[config.mk]
export PLATFORM = sky130hd
export DESIGN_NAME = dpt_ctrl
export DESIGN_NICKNAME = d
export VERILOG_FILES = /design/src/dpt_pkg.sv /design/src/dpt_pwm_if.sv /design/src/dpt_pwm_gen.sv /design/src/dpt_ctrl.sv
export SDC_FILE = /design/constraint.sdc
export NUM_CORES = 1
export LEC_CHECK = 0
export BUFFER_PORTS_ARGS = -buffer_cell sky130_fd_sc_hd__buf_2
export CAP_MARGIN = 20
export CORE_ASPECT_RATIO = 0.7
export CORE_MARGIN = 4
export CORE_UTILIZATION = 63
export CTS_CLUSTER_SIZE = 8
export DETAILED_ROUTE_END_ITERATION = 12
export PLACE_DENSITY = 0.93
export SLEW_MARGIN = 40
export SYNTH_ARGS = -nofsm -noshare
export SYNTH_HDL_FRONTEND = slang
export SYNTH_SLANG_ARGS = --single-unit
[constraint.sdc]
create_clock -name clk_sys -period 13 [get_ports clk_sys]
set_input_delay 0 -clock clk_sys [delete_from_list [all_inputs] [get_ports clk_sys]]
set_output_delay 0 -clock clk_sys [all_outputs]
set_load 0.05 [all_outputs]
[src/dpt_pkg.sv]
package dpt_pkg;
  // Register indices; byte address is four times the index
  localparam logic [7:0] IDX_PERIOD   = 8'h5c;
  localparam logic [7:0] IDX_SWDELAY  = 8'h5d;
  localparam logic [7:0] IDX_PULSE    = 8'h5e;
  localparam logic [7:0] IDX_TRIM     = 8'h60;
  localparam logic [7:0] IDX_IRQ_STAT = 8'h70;
  localparam logic [7:0] IDX_IRQ_EN   = 8'h71;
  localparam logic [7:0] IDX_IRQ_CLR  = 8'h72;
  localparam int         ADDR_W       = 10;

  // Field positions
  localparam int SWD_PEAK_BIT   = 7;
  localparam int SWD_POL_BIT    = 5;
  localparam int PER_FIXED_BIT  = 6;
  localparam int TRIM_SYS_BIT   = 6;
  localparam int TRIM_SPEED_BIT = 5;
  localparam int NUM_STEPS      = 5;
  localparam int NUM_EVENTS     = 3;
  localparam int EV_SYS_DONE    = 0;
  localparam int EV_PEAK_DONE   = 1;
  localparam int EV_CLAMP       = 2;

  // Reset values
  localparam logic [7:0] RST_PERIOD  = 8'hff;
  localparam logic [4:0] RST_MIN_OFF = 5'h14;
  localparam logic [4:0] RST_STEPS   = 5'h1f;
  localparam logic [7:0] OFF_BASE    = 8'h04;

  // Timing: the PWM time base and the calibration waits
  localparam int CLK_PS        = 25000;
  localparam int TBASE_PS      = 61035;
  localparam int TICK_CYC      = (TBASE_PS + CLK_PS - 1) / CLK_PS;
  localparam int CLK_KHZ       = 40000;
  localparam int SETTLE_LONG_MS  = 300;
  localparam int SETTLE_SHORT_MS = 30;
  localparam int STEP_MS       = 1;
  localparam int PEAK_MS       = 1;
  localparam int SETTLE_LONG_CYC  = SETTLE_LONG_MS * CLK_KHZ;
  localparam int SETTLE_SHORT_CYC = SETTLE_SHORT_MS * CLK_KHZ;
  localparam int STEP_CYC      = STEP_MS * CLK_KHZ;
  localparam int PEAK_CYC      = PEAK_MS * CLK_KHZ;
  localparam int CNT_W         = 24;

  // AXI responses
  localparam logic [1:0] RESP_OKAY   = 2'h0;
  localparam logic [1:0] RESP_SLVERR = 2'h2;

  // Calibration sequencer
  typedef enum logic [2:0] {
    CS_IDLE   = 3'h1,
    CS_SETTLE = 3'h2,
    CS_STEP   = 3'h4
  } dpt_cal_e;
endpackage : dpt_pkg

[src/dpt_pwm_if.sv]
`timescale 1ns/1ps
interface dpt_pwm_if;
  logic [7:0] period;
  logic [4:0] min_off;
  logic [7:0] on_req;
  logic       ff_same;
  logic       drive;
  logic       ff;
  logic [7:0] pw;
  logic       clamp;
  modport ctl (output period, min_off, on_req, ff_same,
               input drive, ff, pw, clamp);
  modport gen (input period, min_off, on_req, ff_same,
               output drive, ff, pw, clamp);
endinterface : dpt_pwm_if

[src/dpt_pwm_gen.sv]
`timescale 1ns/1ps
module dpt_pwm_gen (
  // Clock, reset, enable
  input wire logic clk_sys,
  input wire logic nrst,
  input wire logic ce,
  // Control and results
  dpt_pwm_if.gen   p
);
  logic [1:0] div_q;
  logic [7:0] pos_q, pos_d;
  logic [7:0] on_q, on_d;
  logic [7:0] off_tot, max_on, on_new;
  logic       tick, wrap;
  logic       drive_q, ff_q, clamp_q;
  logic [7:0] pw_q;

  // Cycle bookkeeping in 75 ns ticks of 3 clocks, clamped by the off time
  always_comb begin
    tick    = (div_q == 2'(dpt_pkg::TICK_CYC - 1));
    wrap    = (pos_q >= p.period - 8'h01);
    off_tot = {3'h0, p.min_off} + dpt_pkg::OFF_BASE;
    max_on  = p.period - off_tot;
    on_new  = (p.on_req > max_on) ? max_on : p.on_req;
    pos_d   = wrap ? 8'h00 : pos_q + 8'h01;
    on_d    = wrap ? on_new : on_q;
  end

  // Prescaler: rounds the tick up so off time is never short
  always_ff @(posedge clk_sys) begin
    if (!nrst) div_q <= 2'h0;
    else if (ce) div_q <= tick ? 2'h0 : div_q + 2'h1;
  end

  // Position and latched on time
  always_ff @(posedge clk_sys) begin
    if (!nrst) begin
      pos_q <= 8'h00;
      on_q  <= 8'h00;
    end else if (ce && tick) begin
      pos_q <= pos_d;
      on_q  <= on_d;
    end
  end

  // Drive and feedforward pins, registered
  always_ff @(posedge clk_sys) begin
    if (!nrst) begin
      drive_q <= 1'b0;
      ff_q    <= ~p.ff_same;
    end else if (ce && tick) begin
      drive_q <= (pos_d < on_d);
      ff_q    <= (pos_d < on_d) ^ ~p.ff_same;
    end
  end

  // Reported width and clamp event, once per PWM cycle
  always_ff @(posedge clk_sys) begin
    if (!nrst) begin
      pw_q    <= 8'h00;
      clamp_q <= 1'b0;
    end else if (ce) begin
      clamp_q <= tick && wrap && (p.on_req > max_on);
      if (tick && wrap) pw_q <= on_new + off_tot;
    end
  end

  assign p.drive = drive_q;
  assign p.ff    = ff_q;
  assign p.pw    = pw_q;
  assign p.clamp = clamp_q;
endmodule : dpt_pwm_gen

[src/dpt_ctrl.sv]
// The implementer's own choice: register access over AXI4-Lite.
`timescale 1ns/1ps
module dpt_ctrl #(
  parameter int SETTLE_LONG_CYC  = dpt_pkg::SETTLE_LONG_CYC,
  parameter int SETTLE_SHORT_CYC = dpt_pkg::SETTLE_SHORT_CYC,
  parameter int STEP_CYC         = dpt_pkg::STEP_CYC,
  parameter int PEAK_CYC         = dpt_pkg::PEAK_CYC,
  parameter bit FF_SAME_POL      = 1'b0
) (
  // Clock, reset, enable
  input  wire logic                      clk_sys,
  input  wire logic                      nrst,
  input  wire logic                      ce,
  // AXI4-Lite write address and data
  input  wire logic [dpt_pkg::ADDR_W-1:0] s_axi_awaddr,
  input  wire logic                      s_axi_awvalid,
  output logic                           s_axi_awready,
  input  wire logic [31:0]               s_axi_wdata,
  input  wire logic [3:0]                s_axi_wstrb,
  input  wire logic                      s_axi_wvalid,
  output logic                           s_axi_wready,
  // AXI4-Lite write response
  output logic [1:0]                     s_axi_bresp,
  output logic                           s_axi_bvalid,
  input  wire logic                      s_axi_bready,
  // AXI4-Lite read
  input  wire logic [dpt_pkg::ADDR_W-1:0] s_axi_araddr,
  input  wire logic                      s_axi_arvalid,
  output logic                           s_axi_arready,
  output logic [31:0]                    s_axi_rdata,
  output logic [1:0]                     s_axi_rresp,
  output logic                           s_axi_rvalid,
  input  wire logic                      s_axi_rready,
  // Converter loop demand, in ticks, from same-clock logic
  input  wire logic [7:0]                duty_request,
  // Converter pins
  output logic                           converter_drive_pin,
  output logic                           feedforward_pin,
  // Calibration activity to the analog trim circuits
  output logic [4:0]                     trim_step_active,
  output logic                           peak_trim_active,
  // Interrupt
  output logic                           irq
);
  dpt_pwm_if pif ();

  // Bus state
  logic                      aw_q, w_q, bvalid_q, rvalid_q;
  logic [dpt_pkg::ADDR_W-1:0] awaddr_q;
  logic [7:0]                wdata_q;
  logic                      wstrb_q;
  logic [1:0]                bresp_q, rresp_q;
  logic [7:0]                rdata_q;
  logic                      wr_go, wr_en, rd_go;
  logic [7:0]                wr_idx, rd_idx;
  logic                      wr_hit, rd_hit;
  logic [7:0]                rd_val;

  // Register state
  logic [7:0] period_q;
  logic [4:0] min_off_q;
  logic       peak_q;
  logic [dpt_pkg::CNT_W-1:0] peak_cnt_q;
  logic       sys_cal_q, speedup_q;
  logic [4:0] steps_q;
  dpt_pkg::dpt_cal_e         cal_st_q;
  logic [2:0]                step_idx_q;
  logic [dpt_pkg::CNT_W-1:0] cal_cnt_q;
  logic [dpt_pkg::CNT_W-1:0] settle_lim;
  logic [dpt_pkg::NUM_EVENTS-1:0] ev, stat_q, en_q, clr;
  logic       sys_done, peak_done;

  // Address decode; low two address bits are ignored
  function automatic logic hit(input logic [7:0] idx);
    hit = (idx == dpt_pkg::IDX_PERIOD)   || (idx == dpt_pkg::IDX_SWDELAY)
       || (idx == dpt_pkg::IDX_PULSE)    || (idx == dpt_pkg::IDX_TRIM)
       || (idx == dpt_pkg::IDX_IRQ_STAT) || (idx == dpt_pkg::IDX_IRQ_EN)
       || (idx == dpt_pkg::IDX_IRQ_CLR);
  endfunction : hit

  always_comb begin
    wr_idx = awaddr_q[dpt_pkg::ADDR_W-1:2];
    rd_idx = s_axi_araddr[dpt_pkg::ADDR_W-1:2];
    wr_hit = hit(wr_idx);
    rd_hit = hit(rd_idx);
    wr_go  = ce && aw_q && w_q && !bvalid_q;
    wr_en  = wr_go && wr_hit && wstrb_q;
    rd_go  = s_axi_arvalid && s_axi_arready;
  end

  // Readies drop while frozen so no beat is lost
  assign s_axi_awready = ce && !aw_q && !bvalid_q;
  assign s_axi_wready  = ce && !w_q && !bvalid_q;
  assign s_axi_arready = ce && !rvalid_q;
  assign s_axi_bvalid  = bvalid_q;
  assign s_axi_bresp   = bresp_q;
  assign s_axi_rvalid  = rvalid_q;
  assign s_axi_rresp   = rresp_q;
  assign s_axi_rdata   = {24'h000000, rdata_q};

  // Write channel: address and data taken in either order
  always_ff @(posedge clk_sys) begin
    if (!nrst) begin
      aw_q     <= 1'b0;
      w_q      <= 1'b0;
      awaddr_q <= '0;
      wdata_q  <= 8'h00;
      wstrb_q  <= 1'b0;
      bvalid_q <= 1'b0;
      bresp_q  <= dpt_pkg::RESP_OKAY;
    end else if (ce) begin
      if (s_axi_awvalid && s_axi_awready) begin
        aw_q     <= 1'b1;
        awaddr_q <= s_axi_awaddr;
      end
      if (s_axi_wvalid && s_axi_wready) begin
        w_q     <= 1'b1;
        wdata_q <= s_axi_wdata[7:0];
        wstrb_q <= s_axi_wstrb[0];
      end
      if (wr_go) begin
        aw_q     <= 1'b0;
        w_q      <= 1'b0;
        bvalid_q <= 1'b1;
        bresp_q  <= wr_hit ? dpt_pkg::RESP_OKAY : dpt_pkg::RESP_SLVERR;
      end else if (bvalid_q && s_axi_bready) begin
        bvalid_q <= 1'b0;
      end
    end
  end

  // Read data; reserved bits are forced to zero
  always_comb begin
    rd_val = 8'h00;
    unique case (rd_idx)
      dpt_pkg::IDX_PERIOD:
        rd_val = period_q | (8'h01 << dpt_pkg::PER_FIXED_BIT);
      dpt_pkg::IDX_SWDELAY:
        rd_val = {peak_q, 1'b0, FF_SAME_POL, min_off_q};
      dpt_pkg::IDX_PULSE:    rd_val = pif.pw;
      dpt_pkg::IDX_TRIM:
        rd_val = {1'b0, sys_cal_q, speedup_q, steps_q};
      dpt_pkg::IDX_IRQ_STAT: rd_val = {5'h00, stat_q};
      dpt_pkg::IDX_IRQ_EN:   rd_val = {5'h00, en_q};
      default:               rd_val = 8'h00;
    endcase
  end

  // Read channel: one outstanding read, answer one cycle later
  always_ff @(posedge clk_sys) begin
    if (!nrst) begin
      rvalid_q <= 1'b0;
      rdata_q  <= 8'h00;
      rresp_q  <= dpt_pkg::RESP_OKAY;
    end else if (ce) begin
      if (rd_go) begin
        rvalid_q <= 1'b1;
        rdata_q  <= rd_val;
        rresp_q  <= rd_hit ? dpt_pkg::RESP_OKAY : dpt_pkg::RESP_SLVERR;
      end else if (rvalid_q && s_axi_rready) begin
        rvalid_q <= 1'b0;
      end
    end
  end

  // Converter timing registers
  always_ff @(posedge clk_sys) begin
    if (!nrst) begin
      period_q  <= dpt_pkg::RST_PERIOD;
      min_off_q <= dpt_pkg::RST_MIN_OFF;
    end else if (ce && wr_en) begin
      if (wr_idx == dpt_pkg::IDX_PERIOD)
        period_q <= wdata_q | (8'h01 << dpt_pkg::PER_FIXED_BIT);
      if (wr_idx == dpt_pkg::IDX_SWDELAY)
        min_off_q <= wdata_q[4:0];
    end
  end

  // Peak-current trim; a zero write cannot abort it
  always_ff @(posedge clk_sys) begin
    if (!nrst) begin
      peak_q     <= 1'b0;
      peak_cnt_q <= '0;
    end else if (ce) begin
      if (peak_q) begin
        peak_cnt_q <= peak_cnt_q + 1'b1;
        if (peak_cnt_q == dpt_pkg::CNT_W'(PEAK_CYC - 1))
          peak_q <= 1'b0;
      end else if (wr_en && wr_idx == dpt_pkg::IDX_SWDELAY
                   && wdata_q[dpt_pkg::SWD_PEAK_BIT]) begin
        peak_q     <= 1'b1;
        peak_cnt_q <= '0;
      end
    end
  end

  assign peak_done = ce && peak_q
                  && (peak_cnt_q == dpt_pkg::CNT_W'(PEAK_CYC - 1));

  // Settling wait picked live from the speedup bit
  assign settle_lim = speedup_q ? dpt_pkg::CNT_W'(SETTLE_SHORT_CYC)
                                : dpt_pkg::CNT_W'(SETTLE_LONG_CYC);
  assign sys_done = ce && (cal_st_q == dpt_pkg::CS_STEP)
                 && (step_idx_q == 3'h0)
                 && (!steps_q[0]
                     || cal_cnt_q == dpt_pkg::CNT_W'(STEP_CYC - 1));

  // System calibration: settle, then each enabled step from ring down
  always_ff @(posedge clk_sys) begin
    if (!nrst) begin
      cal_st_q   <= dpt_pkg::CS_IDLE;
      sys_cal_q  <= 1'b0;
      speedup_q  <= 1'b0;
      steps_q    <= dpt_pkg::RST_STEPS;
      step_idx_q <= 3'h0;
      cal_cnt_q  <= '0;
    end else if (ce) begin
      if (wr_en && wr_idx == dpt_pkg::IDX_TRIM)
        speedup_q <= wdata_q[dpt_pkg::TRIM_SPEED_BIT];
      unique case (cal_st_q)
        dpt_pkg::CS_IDLE: begin
          // Step enables stay writable only while the sequencer is idle
          if (wr_en && wr_idx == dpt_pkg::IDX_TRIM) begin
            steps_q <= wdata_q[4:0];
            if (wdata_q[dpt_pkg::TRIM_SYS_BIT]) begin
              sys_cal_q <= 1'b1;
              cal_st_q  <= dpt_pkg::CS_SETTLE;
              cal_cnt_q <= '0;
            end
          end
        end
        dpt_pkg::CS_SETTLE: begin
          cal_cnt_q <= cal_cnt_q + 1'b1;
          if (cal_cnt_q >= settle_lim - 1'b1) begin
            cal_st_q   <= dpt_pkg::CS_STEP;
            step_idx_q <= 3'(dpt_pkg::NUM_STEPS - 1);
            cal_cnt_q  <= '0;
          end
        end
        dpt_pkg::CS_STEP: begin
          cal_cnt_q <= cal_cnt_q + 1'b1;
          if (!steps_q[step_idx_q]
              || cal_cnt_q == dpt_pkg::CNT_W'(STEP_CYC - 1)) begin
            steps_q[step_idx_q] <= 1'b0;
            cal_cnt_q <= '0;
            if (step_idx_q == 3'h0) begin
              cal_st_q  <= dpt_pkg::CS_IDLE;
              sys_cal_q <= 1'b0;
            end else begin
              step_idx_q <= step_idx_q - 3'h1;
            end
          end
        end
      endcase
    end
  end

  // Interrupt events: set wins over a clear in the same cycle
  assign ev[dpt_pkg::EV_SYS_DONE]  = sys_done;
  assign ev[dpt_pkg::EV_PEAK_DONE] = peak_done;
  assign ev[dpt_pkg::EV_CLAMP]     = ce && pif.clamp;
  assign clr = (wr_en && wr_idx == dpt_pkg::IDX_IRQ_CLR)
             ? wdata_q[dpt_pkg::NUM_EVENTS-1:0] : '0;

  for (genvar i = 0; i < dpt_pkg::NUM_EVENTS; i++) begin : g_irq
    always_ff @(posedge clk_sys) begin
      if (!nrst) begin
        stat_q[i] <= 1'b0;
        en_q[i]   <= 1'b0;
      end else if (ce) begin
        stat_q[i] <= ev[i] || (stat_q[i] && !clr[i]);
        if (wr_en && wr_idx == dpt_pkg::IDX_IRQ_EN)
          en_q[i] <= wdata_q[i];
      end
    end
  end

  assign irq = |(stat_q & en_q);

  // PWM generator hookup
  assign pif.period  = period_q;
  assign pif.min_off = min_off_q;
  assign pif.on_req  = duty_request;
  assign pif.ff_same = FF_SAME_POL;

  dpt_pwm_gen u_pwm (
    .clk_sys (clk_sys),
    .nrst    (nrst),
    .ce      (ce),
    .p       (pif.gen)
  );

  assign converter_drive_pin = pif.drive;
  assign feedforward_pin     = pif.ff;
  assign peak_trim_active    = peak_q;
  // Only the step under way is flagged to the analog side
  always_comb begin
    trim_step_active = 5'h00;
    if (cal_st_q == dpt_pkg::CS_STEP)
      trim_step_active = steps_q & (5'h01 << step_idx_q);
  end
endmodule : dpt_ctrl

; ---- After elaboration in Yosys (flattened, before gate mapping)
; Cells that the tools add are included.
[word_totals]
ramBits = 0
mem_bits_ro = 0
wordCells = 218
memories = 0
latchBits = 0
reg_bits = 144
[op_classes]
shift = 1
n_eq_ne = 26
muxes = 49
magnitude_cmp = 6
n_bitwise = 5
n_reduce_logical = 88
n_div = 0
addsub = 10
mul = 0
[ops]
columns = operator, n
row1 = $mux 24, 7
row2 = $eq 8x7->1 const B, 14
row3 = $pmux 24 s3, 1
row4 = $add 24x1->24 const B, 2
row5 = $eq 24x16->1 const B, 2
row6 = $pmux 8 s6, 1
row7 = $logic_and 1x1->1, 34
row8 = $reduce_and 2->1, 14
row9 = $ge 24x24->1, 1
row10 = $mux 3, 8
row11 = $mux 8, 3
row12 = $sub 24x1->24 const B, 1
row13 = $logic_or 1x1->1, 17
row14 = $mux 1, 17
row15 = $mux 5, 3
row16 = $reduce_bool 2->1, 7
row17 = $reduce_and 6->1, 2
row18 = $and 5x5->5, 2
row19 = $pmux 5 s2, 1
row20 = $logic_not 1->1, 9
row21 = $pmux 3 s3, 1
row22 = $add 8x1->8 const B, 1
row23 = $add 8x8->8, 1
row24 = $ge 8x8->1, 1
row25 = 29 further kinds, 35

; ---- Longest topological paths before layout
; Gate-level depths: netlist (run 1).
[logic_depth]
depth_word = 14
ltp_mapped = 26

; ---- Hierarchy
; Synthesis (run 1) repeated with hierarchy kept, for this count alone.
[unflattened]
hier_cells = 1104
area_unflattened_um2 = 8722.1
[by_module_without_submodules]
columns = mod, instances, seq_area_each_um2, cells_per_inst, area_each_um2
row1 = dpt_ctrl, 1, 2222.1, 783, 6083.3
row2 = dpt_pwm_gen, 1, 590.6, 321, 2638.8

; ---- Worst setup path before layout (run 1)
; Ideal clock, no wire load.
[synth_timing]
kind = flip-flop to flip-flop
startpoint = register min_off_q[2]
endpoint = register u_pwm.drive_q (netlist: u_pwm.p.drive)
period_less_slack_ns = 4.784
path_stages_with_launch = 23
t_arrival_ns = 4.725
slack_ns = 8.216
setup_ns = 0.059
path_cell_list = dfxtp_1 ha_1 inv_1 ha_1 o21a_1 o31a_1 o21ai_0 nand2b_1 xor2_1 inv_1 ha_1 a211oi_1 nor2_1 o31a_1 and3_1 or2_2 mux2_2 ha_1 a21o_1 a2111oi_0 a2111oi_0 a211oi_1 a31o_2
[synth_between]
elab_chain_cells = 6
[synth_rtl]
columns = item, line
row1 = from (decl), dpt_ctrl.sv:61  ; logic [4:0] min_off_q;
row2 = from (signal assigned), dpt_ctrl.sv:170  ; min_off_q <= dpt_pkg::RST_MIN_OFF;
row3 = from (signal assigned), dpt_ctrl.sv:175  ; min_off_q <= wdata_q[4:0];
row4 = $add 5x3->6 (*), dpt_pwm_gen.sv:22  ; off_tot = {3'h0, p.min_off} + dpt_pkg::OFF_BASE;
row5 = $sub 8x8->8 (*), dpt_pwm_gen.sv:23  ; max_on = p.period - off_tot;
row6 = $gt 8x8->1, dpt_pwm_gen.sv:24  ; on_new = (p.on_req > max_on) ? max_on : p.on_req;
row7 = $mux 8 (*), dpt_pwm_gen.sv:24
row8 = $mux 8 (*), dpt_pwm_gen.sv:26  ; on_d = wrap ? on_new : on_q;
row9 = $lt 8x8->1 (*), dpt_pwm_gen.sv:52  ; drive_q <= (pos_d < on_d);
row10 = to (signal assigned), dpt_pwm_gen.sv:52
row11 = to (decl), dpt_pwm_gen.sv:15  ; logic drive_q, ff_q, clamp_q;
; Every way passes the cells marked *; elsewhere a longest branch is shown, timed or not.
; A chain may end at the register's enable or synchronous reset.

; ---- Worst setup path after layout (run 1)
; Same ends and word-level chain as after synthesis.

==> impl_results.md, run 1 <==
- YS warnings: 0
- CTS tree: yes
- Initial DRC Count: 921
- # IOs: 122
- Clk_lat worst skew: 0.43 ns
- Worst-path cell chain: ha_1 > inv_1 > ha_1 > o21a_1 > o31a_1 > o21ai_0 > nand2b_1 > xor2_1 > inv_1 > ha_1 > a211oi_1 > nor2_1 > nand4bb_1 > nand2_1 > mux2i_1 > nand2_1 > o21ai_0 > ha_1 > and3_1 > a2111oi_1 > a2111oi_0 > a211oi_1 > a31o_2
- Vert. Die Dim: 104 um
- CP Class: register to register
- Post-layout util: 0.742
- Fin Clk Skew: 0.00789 ns
- ANT nets after route: 0
- Hold Fails Final Rpt: 0
- IO buf count: 64
- Max cap viols: 0
- Post-Place Worst Slack: 7.30 ns
- Final WS setup: 7.27 ns
- Relative slew slack: 0.447
- Synth Cell Area: 8320 um2
- Post-synth cell types: 71
- Mean post-synth cell area: 7.87 um2
- Width of the chip: 145 um
- Row cnt: 34
- Router iterations before antenna repair: 5
- Post-synth EDFFs: 0
- Least-Margin Pin Slew: 0.829 ns
- WL/cell: 17.8 um
- Core area: 12700 um2
- Total CTS buffers: 17
- PD cells: 108 nW/um2
- Crit path max-delay cell type: a2111oi_1
- Slew Limit Fails: 0
- Largest net degree at the start of global routing: 55
- Final Critical Period: 5.73 ns
- FF+latch count, synth: 140
- Most frequent cells in the layout: 140 x dfxtp_1, 124 x nand2_1, 112 x nor2_1
- First-pass GRT wire length: 37.8 mm
- Htree depth: 4
- DR vias/cell: 6.37
- Hold crit path type: primary input to register
- Crit path max fanout: 7
- Nets: 1251
- Vias in the first global route: 7679
- Postcts setup bufs: 0
- Final global-route overflow total: 0
- Most used DFF post-synth: dfxtp_1
- Initial core utilization: 0.656
- Clock sink count: 140
- Maximum VDD drop: 79.9 uV
- Lkg Pwr: 3.80 nW
- Setup Viol. Count Final: 0
- Crit-path most repeated cell: ha_1
- Antenna violations before repair: 1
- Final HPWL DP: 16.1 mm
- Synth Instances: 1057
- Period utilization: 0.441
- Register area share after synthesis: 0.337
- Top post-synthesis cells by area: dfxtp_1 34%, ha_1 8.1%, a21oi_1 5.8%
- Setup crit end kind: register
- Layout area overhead: 13.1%
- Placer congestion estimate: 0.918
- Clk slew on worst S/H paths: 0.06 ns
- Commonest non-fill, non-tap cell in the layout: dfxtp_1
- Synth async-reset ratio: 0
- CP Data Arrival Time: 6.11 ns
- R2R Setup Slk: 7.27 ns
- Crit path buffers/inverters: 2
- CP Launch Type: register
- Drt drc: 0
- Setup tns final: 0 ns
- Slowest cell delay on critical path: 0.62 ns
- Layout cells sized above 1: 0.115
- RSZ-0062 raised after global routing: false
- Outcome: finished clean
- Achievable Freq: 174 MHz
- Synth area leader: dfxtp_1
- Via count: 8265
- Clock Root Buffer: clkbuf_16
- Clock buffer depth: 2
- Data required, critical path: 13.37 ns
- Total GRT Usage: 0.302
- CP top delay family: compound AO/OA/AOI/OAI gates
- Total die area: 15100 um2
- Yosys top cell area share: 0.337
- Routed wire length: 23.1 mm
## power breakdown
part	total, W	internal, W	switching, W
clock	0.000485	0.000285	0.000200
combinational	0.0000908	0.0000265	0.0000643
sequential	0.000441	0.000434	0.00000639
## layout make-up
type | instances | area, um2
Multi-Input combinational cell | 840 | 5130
Fill cell | 873 | 3270
Sequential cell | 140 | 2800
Timing Repair Buffer | 86 | 533
Clock buffer | 17 | 425
Tap cell | 162 | 203
Clock inverter | 14 | 161
Inverter | 38 | 143
Antenna cell | 1 | 2.50
## worst reg2reg max path, cell delays in order (launching register included)
cell,delay (ns)
dfxtp_1,0.37
ha_1,0.34
inv_1,0.05
ha_1,0.31
o21a_1,0.12
o31a_1,0.10
o21ai_0,0.16
nand2b_1,0.11
xor2_1,0.21
inv_1,0.07
ha_1,0.30
a211oi_1,0.29
nor2_1,0.11
nand4bb_1,0.29
nand2_1,0.34
mux2i_1,0.48
nand2_1,0.10
o21ai_0,0.10
ha_1,0.28
and3_1,0.18
a2111oi_1,0.62
a2111oi_0,0.15
a211oi_1,0.44
a31o_2,0.17
## Yosys cell counts, types with 9 or more instances
cell,count
a31oi_1,9
mux2i_1,23
clkbuf_1,31
a21oi_1,96
buf_4,26
xor2_1,13
nor2b_1,11
nor2_1,113
nand2_1,124
a21o_1,10
nor4_1,11
o211ai_1,19
ha_1,54
and3_1,22
and2_1,11
xnor2_1,16
inv_1,37
o21ai_0,58
nor3_1,33
or3_1,13
nand2b_1,10
nand3_1,41
dfxtp_1,140
nand4_1,21
## cells by family (layout without fill, tap and decap cells)
logic type / count (synthesis) / in the layout / share of synthesized area
compound gates: 240 / 240 / 0.175
xor+xnor: 29 / 29 / 0.0305
fa+ha+maj: 56 / 56 / 0.0861
buf+inv: 102 / 155 / 0.0582
flops: 140 / 140 / 0.337
mux: 31 / 31 / 0.0399
other cells: 1 / 27 / 0.000451
simple gates: 458 / 458 / 0.273
## sequential cells by signal, summed over array words and instances, names as in the netlist, 7 cells and up
| signal | cells |
|---|---|
| cal_cnt_q | 24 |
| peak_cnt_q | 24 |
| awaddr_q | 8 |
| rdata_q | 8 |
| u_pwm.on_q | 8 |
| u_pwm.p.pw | 8 |
| u_pwm.pos_q | 8 |
| wdata_q | 8 |
| period_q | 7 |
## per-layer routing
layer	track usage	part of all wire	vias up
li1	-	-	3868
met1	0.404	0.42	3846
met2	0.472	0.44	474
met3	0.0719	0.10	77
met4	0.122	0.033	0
met5	0	0	-
## path summary, 6_finish.rpt
path	from	to	cells after the start
max reg2reg	min_off_q[2]	u_pwm.p.drive	23
min	s_axi_awvalid	awaddr_q[8]	4
max	min_off_q[2]	u_pwm.p.drive	23
min reg2reg	u_pwm.on_q[2]	u_pwm.on_q[2]	2
## what timing repair did
| item | 4_1_cts | 5_1_grt |
|---|---|---|
| endpoints found under the hold margin | 19 | 0 |
| hold buffers | 19 | 0 |
| setup endpoints to repair | 0 | 0 |
| resized for setup | 0 | 0 |
## through the flow
stage                     cells  total power (W)  hold slack [ns]  cell area (um2)
after floorplan            1082         0.000517            0.136             8410
after global placement     1247         0.000530            0.241             8610
after detailed placement   1247         0.000533            0.245             8620
after CTS                  1297          0.00102           0.0222             9390
after global routing       1298          0.00105           0.0713             9400
final                      1298          0.00102           0.0377             9400
No activity file was read; power rests on OpenSTA's default activity.
==> run 2: changes to the inputs <==
- CORE_UTILIZATION: 63 -> 52
- PLACE_DENSITY: 0.93 -> 0.83
- clock period: 13 -> 5.25 ns (I/O delays scaled with it)
==> impl_results.md, run 2 (same netlist as run 1, synthesis figures left out) <==
- Outcome: finished clean
- Vias in the first global route: 7275 (-5.3%)
- Maximum VDD drop: 191 uV (+140%)
- IO buf count: 64 (unchanged)
- Achievable Freq: 198 MHz (+14%)
- Cells on worst reg2reg path: 21 (-8.7%)
- Commonest non-fill, non-tap cell in the layout: dfxtp_1
- Worst-path cell chain: inv_1 > ha_1 > inv_1 > fa_1 > a211oi_1 > o21bai_1 > a21oi_1 > ha_1 > o21ai_0 > nor2_1 > o31a_1 > and3_1 > or2_2 > mux2_2 > ha_1 > a21o_1 > a2111oi_4 > buf_4 > nor3b_1 > a211oi_2 > a31o_2
- First-pass GRT wire length: 36.6 mm (-3.3%)
- Hold Crit Depth: 4 (unchanged)
- Final cell count without fillers: 1342 (+3.4%)
- Nets: 1257 (+0.48%)
- Least-Margin Pin Slew: 0.782 ns (-0.0477 ns)
- Fin Clk Skew: 0.0123 ns (+0.00438 ns)
- Total GRT Usage: 0.245 (-0.0572)
- DP Cell Count: 1289 (+3.4%)
- Core area: 15600 um2 (+23%)
- Biggest regs: cal_cnt_q (24), peak_cnt_q (24)
- Lkg Pwr: 3.87 nW (+1.8%)
- Largest net degree at the start of global routing: 84 (+53%)
- Total Power: 0.00264 W (+160%)
- Initial DRC Count: 733 (-20%)
- Crit. path cell count: 21 (-8.7%)
- Most frequent cells in the layout: 137 x dfxtp_1, 123 x nand2_1, 111 x nor2_1
- Clock sink count: 140 (unchanged)
- Max cap viols: 0 (unchanged)
- PD cells: 274 nW/um2 (+150%)
- Row cnt: 38 (+12%)
- Final WS setup: 0.205 ns (-7.06 ns)
- Clock Root Buffer: clkbuf_16
- CP top delay family: compound AO/OA/AOI/OAI gates
- Initial core utilization: 0.533 (-0.123)
- Period utilization: 0.961 (+0.520)
- Crit path max-delay cell type: fa_1
- Layout cells sized above 1: 0.130 (+0.0159)
- Router iterations before antenna repair: 5 (unchanged)
- Htree depth: 4 (unchanged)
- Data required, critical path: 5.62 ns (-7.75 ns)
- Slowest cell delay on critical path: 0.43 ns (-0.19 ns)
- Post-Place Worst Slack: 0.0967 ns (-7.20 ns)
- Hold Fails Final Rpt: 0 (unchanged)
- WL/cell: 16.7 um (-6.4%)
- Clk_lat worst skew: 0.42 ns (about the same)
- Total die area: 18100 um2 (+20%)
- Vert. Die Dim: 114 um (+9.3%)
- Layout area overhead: 16.0%
- Routed wire length: 22.4 mm (-3.2%)
- CP Launch Type: register
- Crit path max fanout: 5 (-2)
- Crit path buffers/inverters: 3 (+1)
- Placer congestion estimate: 0.942 (+2.6%)
- # diodes: 0 (-1)
- Setup crit end kind: register
- Relative slew slack: 0.465 (+0.0183)
- Final global-route overflow total: 0 (unchanged)
- Final HPWL DP: 15.6 mm (-2.9%)
- Via count: 8069 (-2.4%)
- Antenna violations before repair: 0 (-1)
- Width of the chip: 159 um (+9.5%)
- Hold WS: 0.0365 ns (-0.00124 ns)
- CP Data Arrival Time: 5.41 ns (-0.70 ns)
- Clk slew on worst S/H paths: 0.06 ns (about the same)
- Setup Viol. Count Final: 0 (unchanged)
- Final Critical Period: 5.04 ns (-0.688 ns)
- Crit-path most repeated cell: ha_1
- Clock buffer depth: 2 (unchanged)
- Slew Limit Fails: 0 (unchanged)
- DR vias/cell: 6.01 (-5.6%)
- CTS tree: yes
- Drt drc: 0 (unchanged)
- ANT nets after route: 0 (unchanged)
- # IOs: 122 (unchanged)
- CP Class: register to register
- Total CTS buffers: 17 (unchanged)
- Hold crit path type: primary input to register
## run 2: cell count changes in the layout (fill, tap and decap cells not counted), sizes merged
| cell | change |
|---|---|
| dlygate4sd3 | +1 |
| clkbuf | +1 |
| clkinvlp | -1 |
| clkinv | -2 |
| bufinv | +2 |
| buf | +5 |
| inv | +1 |
| diode | -1 |
## run 2: power breakdown
| part | internal [W] | leakage [nW] | switching, W |
|---|---|---|---|
| logic | 0.0000684 | 2.43 | 0.000158 |
| clock network | 0.000819 | 0.309 | 0.000507 |
| registers | 0.00108 | 1.13 | 0.0000154 |
## run 2: layout make-up
| cell class | instances | area, um2 |
|---|---|---|
| sequential | 140 | 2810 |
| clock buffer | 18 | 439 |
| tap | 200 | 250 |
| timing repair buffer | 92 | 584 |
| multi-input combinational | 840 | 5220 |
| clock inverter | 14 | 205 |
| inverter | 38 | 143 |
| fill | 1319 | 5950 |
## run 2: path summary, 6_finish.rpt
| path | to | slack, ns | startpoint |
|---|---|---|---|
| max reg2reg | u_pwm.p.drive | 0.21 | period_q[0] |
| min reg2reg | u_pwm.p.pw[5] | 0.46 | u_pwm.p.pw[5] |
| max | u_pwm.p.drive | 0.21 | period_q[0] |
| min | awaddr_q[5] | 0.04 | s_axi_awvalid |
## run 2: timing repair
action | in CTS | in global routing
buffers inserted | 0 | 1
hold endpoints to repair | 20 | 0
hold buffers | 20 | 0
setup endpoints to repair | 0 | 5
resized for setup | 0 | 16
## run 2: metal layers
metal  wire, um  part of all wire  track usage
met1      10200              0.46        0.360
met4        378             0.017       0.0682
met5          0                 0            0
met2       9830              0.44        0.369
met3       1980             0.088       0.0459
## run 2: through the flow
stage | area [um2] | TNS (ns) | util
finish | 9650 | 0 | 0.619
global route | 9650 | -0.0980 | 0.619
CTS | 9540 | 0 | 0.612
detailed placement | 8690 | 0 | 0.558
global placement | 8690 | 0 | 0.557
floorplan | 8410 | 0 | -
## run 2: tightest hold or removal path, cell delays in order
cell and delay, ns:
buf_2 0.08, nand2_1 0.16, nand2_1 0.12, a21oi_1 0.05
==> run 3: changes to the inputs <==
- REMOVE_ABC_BUFFERS: not set -> 1
==> impl_results.md, run 3 (same netlist as run 1, synthesis figures left out) <==
- Outcome: finished clean
- Max cap viols: 0 (unchanged)
- Initial DRC Count: 910 (+24%)
- Final HPWL DP: 15.7 mm (+0.47%)
- Logic pwr share: 0.091 (+0.005)
- DP Cell Count: 1292 (+0.23%)
- DR vias/cell: 5.91 (-1.7%)
- Cells on worst reg2reg path: 21 (unchanged)
- DP Area: 8720 um2 (+0.26%)
- Vert. Die Dim: 114 um (unchanged)
- Clock sink count: 140 (unchanged)
- Clk slew on worst S/H paths: 0.06 ns (about the same)
- Hold Startpoint: nrst
- Commonest non-fill, non-tap cell in the layout: dfxtp_1
- Placer congestion estimate: 1.01 (+7.2%)
- Reg2reg start: period_q[0]
- Total CTS buffers: 17 (unchanged)
- WL/cell: 16.5 um (-1.3%)
- IO buf count: 64 (unchanged)
- Vias in the first global route: 7240 (-0.48%)
- Router iterations before antenna repair: 6 (+1)
- P_int: 0.00182 W (-7.4%)
- Clock Root Buffer: clkbuf_16
- Largest net degree at the start of global routing: 51 (-39%)
- Switching part of the total: 0.268 (+0.0110)
- Clk_lat worst skew: 0.42 ns (about the same)
- Most frequent cells in the layout: 140 x dfxtp_1, 123 x nand2_1, 112 x nor2_1
- Post-layout util: 0.613 (-0.00562)
- Layout cells sized above 1: 0.127 (-0.00372)
- Fin Clk Skew: 0.0135 ns (+0.00122 ns)
- Data required, critical path: 5.61 ns (about the same)
- Biggest regs: cal_cnt_q (24), peak_cnt_q (24)
- Htree depth: 4 (unchanged)
- Fill cells: 1322 (+0.23%)
- R2R Setup Slk: 0.32 ns (+0.11 ns)
- Drt drc: 0 (unchanged)
- Hold endpoint: period_q[7]
- Width of the chip: 159 um (unchanged)
- Antenna violations before repair: 0 (unchanged)
- Setup Viol. Count Final: 0 (unchanged)
- Maximum VDD drop: 169 uV (-11%)
- Hold Crit Depth: 2 (-2)
- Final Critical Period: 4.93 ns (-0.112 ns)
- Lkg Pwr: 3.84 nW (-0.70%)
- Layout area overhead: 15.0%
- CP Launch Type: register
- # diodes: 0 (unchanged)
- Nets: 1259 (+0.16%)
- Initial core utilization: 0.533 (unchanged)
- Routed wire length: 22.1 mm (-1.1%)
- Hold crit path type: primary input to register
- Core area: 15600 um2 (unchanged)
- PD cells: 260 nW/um2 (-5.1%)
- CP Class: register to register
- Flop pwr share: 0.439 (+0.026)
- Clock buffer depth: 2 (unchanged)
- Cell area after layout: 9560 um2 (-0.91%)
- Share of total power in the clock network: 0.470 (-0.032)
- Period utilization: 0.939 (-0.0214)
- # IOs: 122 (unchanged)
- Final cell count without fillers: 1344 (+0.15%)
- Switching power: 0.000667 W (-2.0%)
- Final global-route overflow total: 0 (unchanged)
- Relative slew slack: 0.467 (+0.00112)
- Setup crit end kind: register
- Crit path max fanout: 5 (unchanged)
- Achievable Freq: 203 MHz (+2.3%)
- Total GRT Usage: 0.240 (-0.00454)
- R2R Path End: u_pwm.p.drive
- CP Data Arrival Time: 5.29 ns (-0.12 ns)
- CTS tree: yes
- Postcts setup bufs: 0 (unchanged)
- Setup tns final: 0 ns (unchanged)
- Slew Limit Fails: 0 (unchanged)
- Via count: 7941 (-1.6%)
- ANT nets after route: 0 (unchanged)
- Total Power: 0.00248 W (-6.0%)
- Row cnt: 38 (unchanged)
- First-pass GRT wire length: 36.2 mm (-1.0%)
- Total die area: 18100 um2 (unchanged)
- Hold Fails Final Rpt: 0 (unchanged)
- Least-Margin Pin Slew: 0.800 ns (+0.0185 ns)
[run 3: cell types whose count changed in the layout (fill, tap and decap cells not counted), moves of 2 or more]
| cell | before | now |
|---|---|---|
| buf_4 | 7 | 10 |
| bufinv_16 | 4 | 1 |
| dfxtp_1 | 137 | 140 |
| dfxtp_2 | 3 | 0 |
| clkinv_2 | 0 | 2 |
[run 3: worst max-delay path by stage]
stage	to	startpoint	depth (start not counted)
6_report	u_pwm.p.drive	period_q[0]	21
5_1_grt	u_pwm.p.pw[6]	min_off_q[2]	26
4_1_cts	u_pwm.p.drive	min_off_q[2]	23
3_5_place_dp	u_pwm.p.drive	min_off_q[2]	23
3_3_place_gp	u_pwm.p.drive	min_off_q[2]	23
2_1_floorplan	u_pwm.p.drive	min_off_q[2]	22
[run 3: critical path, stage by stage, from the launching register on]
cell	delay [ns]
dfxtp_1	0.35
inv_1	0.14
ha_1	0.21
inv_1	0.06
fa_1	0.42
a211oi_1	0.26
o21bai_1	0.11
a21oi_1	0.20
ha_1	0.28
o21ai_0	0.20
nor2_1	0.09
o31a_1	0.30
and3_1	0.19
or2_2	0.32
mux2_2	0.28
ha_1	0.30
a21o_1	0.20
a2111oi_2	0.34
buf_4	0.18
nor3b_1	0.05
a211oi_2	0.24
a31o_2	0.13
[run 3: cell type report]
cell class | count | area [um2] | area share
Inverter | 38 | 143 | 0.0149
Sequential cell | 140 | 2800 | 0.293
Clock inverter | 14 | 134 | 0.0140
Timing Repair Buffer | 94 | 596 | 0.0623
Clock buffer | 18 | 439 | 0.0459
Multi-Input combinational cell | 840 | 5200 | 0.544
Tap cell | 200 | 250 | 0.0262
[run 3: power groups by stage]
stage	combinational (W)	sequential [W]	clock, W
after global routing	0.000244	0.00109	0.00123
after CTS	0.000219	0.00109	0.00118
after global placement	0.000202	0.00111	0
after floorplan	0.000135	0.00112	0
after detailed placement	0.000206	0.00111	0
final	0.000226	0.00109	0.00117
[run 3: routing by layer]
| metal | routed length, um | track usage |
|---|---|---|
| met2 | 9590 | 0.366 |
| met1 | 10400 | 0.344 |
| met4 | 446 | 0.0821 |
| met3 | 1700 | 0.0455 |
| met5 | 0 | 0 |
[run 3: through the flow]
step           hold slack, ns  setup slack [ns]
6_report               0.0557             0.318
5_1_grt                0.0610           -0.0236
4_1_cts                0.0342             0.126
3_5_place_dp            0.252             0.173
3_3_place_gp            0.242             0.244
2_1_floorplan          0.0619             0.463
[run 3: timing repair]
item / in CTS / in global routing
endpoints found under the hold margin: 20 / 0
hold buffers: 20 / 0
gates resized for setup: 0 / 14
setup endpoints to repair: 0 / 6
